===== src/clpr_defines.vh =====
// Constants for the control list pointer registers.
// Assumes a host register port with byte offsets from the memory base.
// Overview of operation
// [RQ1] Head pointer register sits at offset 20h; pointer field is bits 31:4.
// [RQ2] Head register holds first descriptor address, 28 bits; bits 3:0 reserved.
// [RQ3] Control list walking starts at the address held in the head register.
// [RQ4] At initialization the head value is loaded from the shared comm area.
// [RQ5] Current pointer register sits at offset 24h; top field bits 27:20; the code uses a pointer field over bits 31:4.
// [RQ6] Current register holds the descriptor address being processed now.
// [RQ7] Shared comm area base is 256-byte aligned; its low 8 bits are zero.
// [RQ8] Current register is updated at each move to the next descriptor.
`ifndef CLPR_DEFINES_VH
`define CLPR_DEFINES_VH

`define CLPR_HEAD_OFS       8'h20
`define CLPR_CURR_OFS       8'h24
`define CLPR_PTR_LSB        4
`define CLPR_PTR_MSB        31
`define CLPR_PTR_W          28
`define CLPR_HEAD_RST       28'h0000000
`define CLPR_CURR_RST       28'h0000000
`define CLPR_COMM_ALIGN_W   8
`define CLPR_COMM_HEAD_OFS  32'h00000000
`define CLPR_NEXT_PTR_OFS   32'h0000000C

`endif


===== src/clpr_ptr_reg.v =====
// One descriptor pointer register: 28-bit field over bits 31:4.
// Assumes loads come from logic on clk_sys.
`timescale 1ns/1ps
module clpr_ptr_reg #(
  parameter [27:0] RST_VAL = 28'h0000000
) (
  input  wire        clk_sys,
  input  wire        rst,
  input  wire        load,
  input  wire [31:0] loadValue,
  output wire [31:0] regValue
);
  reg [27:0] ptr_q;

  // Reserved low bits are dropped on load and read as zero
  always @(posedge clk_sys) begin
    if (rst) begin
      ptr_q <= RST_VAL;
    end else if (load) begin
      ptr_q <= loadValue[31:4]; // RQ2
    end
  end

  assign regValue = {ptr_q, 4'h0}; // RQ2

endmodule // clpr_ptr_reg


===== src/clpr_top.v =====
// Control list head and current pointer registers with list walker.
// Assumes a one-read-at-a-time system memory port and a host read port.
`timescale 1ns/1ps
`include "clpr_defines.vh"
module clpr_top #(
  parameter [31:0] COMM_HEAD_OFS = `CLPR_COMM_HEAD_OFS,
  parameter [31:0] NEXT_PTR_OFS  = `CLPR_NEXT_PTR_OFS
) (
  input  wire        clk_sys,
  input  wire        rst,
  input  wire        regRd,
  input  wire [7:0]  regAddr,
  output reg  [31:0] regRdData,
  output reg         regRdValid,
  input  wire        initStart,
  input  wire [31:0] commAreaBase,
  input  wire        walkStart,
  output wire        memRdReq,
  output reg  [31:0] memRdAddr,
  input  wire        memRdAck,
  input  wire [31:0] memRdData,
  output reg         descVisit,
  output wire [31:0] descAddr,
  output wire        walkBusy,
  output wire        initBusy
);
  localparam [1:0] ST_IDLE = 2'b00;
  localparam [1:0] ST_INIT = 2'b01;
  localparam [1:0] ST_WALK = 2'b10;

  reg  [1:0]  state_q;
  reg  [1:0]  state_d;
  reg  [31:0] addr_d;
  reg         visit_d;
  reg         headLoad;
  reg         currLoad;
  reg  [31:0] currValue;
  wire [31:0] headReg;
  wire [31:0] currReg;
  wire [31:0] commAligned;
  wire [31:0] nextPtr;

  // Shared comm area base low bits forced to zero
  assign commAligned = {commAreaBase[31:8], 8'h00}; // RQ7
  assign nextPtr     = {memRdData[31:4], 4'h0};

  clpr_ptr_reg #(
    .RST_VAL   (`CLPR_HEAD_RST)
  ) u_head (
    .clk_sys   (clk_sys),
    .rst       (rst),
    .load      (headLoad),
    .loadValue (memRdData),
    .regValue  (headReg)
  );

  clpr_ptr_reg #(
    .RST_VAL   (`CLPR_CURR_RST)
  ) u_curr (
    .clk_sys   (clk_sys),
    .rst       (rst),
    .load      (currLoad),
    .loadValue (currValue),
    .regValue  (currReg)
  );

  // Walker and init sequencer
  always @* begin
    state_d   = state_q;
    addr_d    = memRdAddr;
    visit_d   = 1'b0;
    headLoad  = 1'b0;
    currLoad  = 1'b0;
    currValue = headReg;
    case (state_q)
      ST_IDLE: begin
        if (initStart) begin
          state_d = ST_INIT;
          addr_d  = commAligned + COMM_HEAD_OFS; // RQ4
        end else if (walkStart) begin
          currLoad  = 1'b1;
          currValue = headReg; // RQ3
          if (headReg != 32'h00000000) begin
            state_d = ST_WALK;
            visit_d = 1'b1;
            addr_d  = headReg + NEXT_PTR_OFS;
          end
        end
      end
      ST_INIT: begin
        if (memRdAck) begin
          headLoad = 1'b1; // RQ4
          state_d  = ST_IDLE;
        end
      end
      ST_WALK: begin
        if (memRdAck) begin
          currLoad  = 1'b1; // RQ8
          currValue = nextPtr; // RQ6
          if (nextPtr == 32'h00000000) begin
            state_d = ST_IDLE;
          end else begin
            visit_d = 1'b1;
            addr_d  = nextPtr + NEXT_PTR_OFS;
          end
        end
      end
      default: begin
        state_d = ST_IDLE;
      end
    endcase
  end

  always @(posedge clk_sys) begin
    if (rst) begin
      state_q   <= ST_IDLE;
      memRdAddr <= 32'h00000000;
      descVisit <= 1'b0;
    end else begin
      state_q   <= state_d;
      memRdAddr <= addr_d;
      descVisit <= visit_d;
    end
  end

  assign memRdReq = (state_q != ST_IDLE);
  assign walkBusy = (state_q == ST_WALK);
  assign initBusy = (state_q == ST_INIT);
  assign descAddr = currReg;

  // Host read port, unmapped offsets read zero
  always @(posedge clk_sys) begin
    if (rst) begin
      regRdData  <= 32'h00000000;
      regRdValid <= 1'b0;
    end else begin
      regRdValid <= regRd;
      if (regRd) begin
        case (regAddr)
          `CLPR_HEAD_OFS: begin
            regRdData <= headReg; // RQ1
          end
          `CLPR_CURR_OFS: begin
            regRdData <= currReg; // RQ5
          end
          default: begin
            regRdData <= 32'h00000000;
          end
        endcase
      end
    end
  end

endmodule // clpr_top


===== config.mk =====
export PLATFORM = sky130hd
export DESIGN_NAME = clpr_top
export DESIGN_NICKNAME = d
export VERILOG_FILES = /design/src/clpr_ptr_reg.v /design/src/clpr_top.v
export VERILOG_INCLUDE_DIRS = /design/src /design/src/src
export SDC_FILE = /design/constraint.sdc
export NUM_CORES = 1
export LEC_CHECK = 0
export BUFFER_PORTS_ARGS = -buffer_cell sky130_fd_sc_hd__buf_2
export CAP_MARGIN = 40
export CORE_UTILIZATION = 51
export CTS_CLUSTER_DIAMETER = 40
export DETAILED_ROUTE_END_ITERATION = 12
export PLACE_DENSITY = 0.86
export REMOVE_ABC_BUFFERS = 1
export SYNTH_ARGS = -nofsm -noshare
export SYNTH_HDL_FRONTEND = slang
export SYNTH_SLANG_ARGS = --single-unit

===== constraint.sdc =====
create_clock -name clk_sys -period 2.1 [get_ports clk_sys]
set_input_delay 0.42 -clock clk_sys [delete_from_list [all_inputs] [get_ports clk_sys]]
set_output_delay 0.42 -clock clk_sys [all_outputs]
set_load 0.02 [all_outputs]

==> impl_results.md <==
* Status: completed
* Sink Count at about 120
* DR pass1 iterations at 5
* RSZ-0062 raised after global routing: no
* Post-route ant nets at 0
* Vertical die dimension at 107.6 um
* FMAX at 0.5106 GHz
* # nets final at 903
* Grt peak-use layer: met2
* Seq/Total Area, Yosys at 41.18%
* Number of global-route vias before repair at 5112
* Ys flop type: dfxtp_1
* IO Pins at approximately 180
* CTS H-tree depth at 4
* Critical path endpoint category: output port
* Share of cells above drive strength 1 at around a third
* CTS Buf Count at 17
* GRT Overall Usage at between 20% and 30%
* Tmin final at 1958 ps
* Global Route met2 Usage at 48.99%
* Skew final at 11.14 ps
* WP data required at 1680 ps
* Critical path's slowest cell: dfxtp_2
* CTS Hold Bufs at 0
* DRC violations left at 0
* Post-DP HPWL at 10960 um
* Slew Viols, Final at 0
* CTS tree: done
* ANT cells at 0
* Worst skew pair latency at 510 ps
* Final worst slack at ~140 ps
* Clk network pwr share at 42.0%
* Max_cap viols at 0
* Final std cells w/o fill at roughly 980
* DR vias at 5525
* Met1 usage at 37.67%
* P per Cell Area at 945.7 nW/um2
* CP top delay family: buffers and inverters
* Area grow syn2layout at 26.90%
* Slowest cell delay on critical path at between 300 and 400 ps
* Met3 usage at 6.477%
* Row count at 38
* Part of the power in registers at approximately 37%
* Worst Tran Pin Value at 547.7 ps
* Worst vdd ir at between 0.5 and 0.6 mV
* Commonest non-fill, non-tap cell in the layout: buf_2
* First-pass GRT wire length at 26230 um
* WL final at between 15000 and 20000 um
* Comb power frac at 20.8%
* Leak at 3.116 nW
* Largest net degree at the start of global routing at 92
* Pwr Total at 6.826 mW
* Max clock buf depth at 2
* Starting density of the core at 52.47%
* Placeable Area at ~11000 um2
* Avg Synthesized Cell Area at 8.365 um2
* Initial antenna violation count at 0
* Critical Path Start Type: flip-flop
* CP Class: flip-flop to output port
* Period utilization at 93.26%
* Clock Tree Root: clkbuf_8
* Die area at 11580 um2
* Worst hold path class: input pin to flip-flop
* Routed vias/inst at 5.649
* Commonest cells after routing, fill and taps aside: buf_2, dfxtp_1, nand2_1
* Pint at 4.705 mW
* Setup violations, final at 0
* Gate Count Post-Synth at ~700
* Input/output buffers at 156
* Mapped Area at around 5700 um2
* WP buf/inv at 3
* DRT iter0 DRCs at between 500 and 600
* Clock-pin transition on the worst setup and hold timing paths at 60 ps
* Die width at 107.6 um
* Routability cong. at 0.8068
* Wire length per cell at 17.03 um
* Worst path cell trace: nand2b_1 > inv_2 > buf_12 > buf_2
* WP data arrival at 1540 ps
* Final Hold Viols at 0
* Sw Share at 31.07%
* DP Worst Slack at -37.83 ps
* Largest fanout on the critical path at 31
* Switch Pwr at 2.121 mW
* Synth Warn # at 0
* Synth Register Bits at 117
* Relative slew slack at 63.48%
* Setup TNS at 0 ps
* Yosys cell types at 42
* Total gr overflow at 0
* EDFF count, synth at 0
* Ys async rst share at 0%
* Inst Count DP at 946
## registers in the layout, summed over array words and instances, names as in the netlist
signal	flops
memRdAddr	29
regRdData	28
u_curr.ptr_q	28
u_head.ptr_q	28
state_q	2
descVisit	1
regRdValid	1
## routing by layer
| layer | vias up | share of wire, % | wire length, um |
|---|---|---|---|
| li1 | 2658 | - | - |
| met1 | 2586 | 42 | 7059 |
| met2 | 258 | 49 | 8102 |
| met3 | 23 | 7.7 | 1275 |
| met4 | 0 | 1.3 | 214 |
| met5 | - | 0 | 0 |
## worst reg2reg max path: stages (launching register included)
cell and delay, ps:
dfxtp_1 410, nor4_1 90, buf_4 150, nand4_1 100, o21a_1 170, buf_4 290, nand2_1 110, a2111oi_0 370
## Yosys cell counts (5+ instances only)
master | number | area share, %
nor4_1 | 14 | 1.5
mux2i_1 | 52 | 9.2
buf_4 | 11 | 1.5
buf_2 | 20 | 1.8
buf_1 | 8 | 0.53
nor2b_1 | 31 | 3.4
nand4_1 | 26 | 2.9
clkbuf_1 | 23 | 1.5
nand3_1 | 5 | 0.44
o21ai_2 | 10 | 1.5
a21oi_1 | 62 | 5.5
o21ai_0 | 38 | 3.3
a211oi_1 | 28 | 3.7
dfxtp_1 | 117 | 41
nor2_1 | 59 | 3.9
mux2_2 | 28 | 5.5
nand2_1 | 111 | 7.3
## metrics by stage
stage / util [%] / cell area, um2 / hold slack (ps)
final: 66.59 / 7218 / 182.8
after global routing: 66.59 / 7218 / 165.2
after CTS: 66.57 / 7217 / 161.1
after detailed placement: 61.11 / 6625 / 449.7
after global placement: 61.11 / 6625 / 441.7
after floorplan: - / 5343 / 449.3
## worst paths after layout
kind / start / end / slack [ps] / depth (start not counted)
max reg2reg: u_head.ptr_q[7] / descVisit / 290 / 7
min: memRdData[15] / u_head.ptr_q[11] / 180 / 3
min reg2reg: memRdAddr[24] / memRdAddr[24] / 460 / 2
max: state_q[0] / walkBusy / 140 / 4
## what timing repair did
action,4_1_cts,5_1_grt
pin swaps,0,0
setup buffers,0,0
setup endpoints to repair,1,1
gates resized for setup,1,1
## cell families after synthesis
logic type	after synthesis	share of synthesized area (%)
AOI/OAI and AO/OA	148	15.68
other	1	0.06593
DFF	117	41.18
and+or+nand+nor	261	21.45
muxes	80	14.69
buffers and inverters	73	6.929
## power by group through the flow
stage	registers [mW]	logic, mW	clock network, mW
after floorplan	2.72	0.612	0
after global placement	2.57	1.38	0
after detailed placement	2.58	1.40	0
final	2.54	1.42	2.87
after global routing	2.56	1.53	2.99
after CTS	2.53	1.41	2.88
## layout make-up
type / count / area (um2)
sequential: 117 / 2345
timing repair buffer: 186 / 1106
clock inverter: 13 / 148.9
fill: 904 / 3622
clock buffer: 19 / 441.7
inverter: 4 / 15.01
tap: 140 / 175.2
multi-input combinational: 499 / 2987
Note: power is estimated with default switching activity, not from simulation.
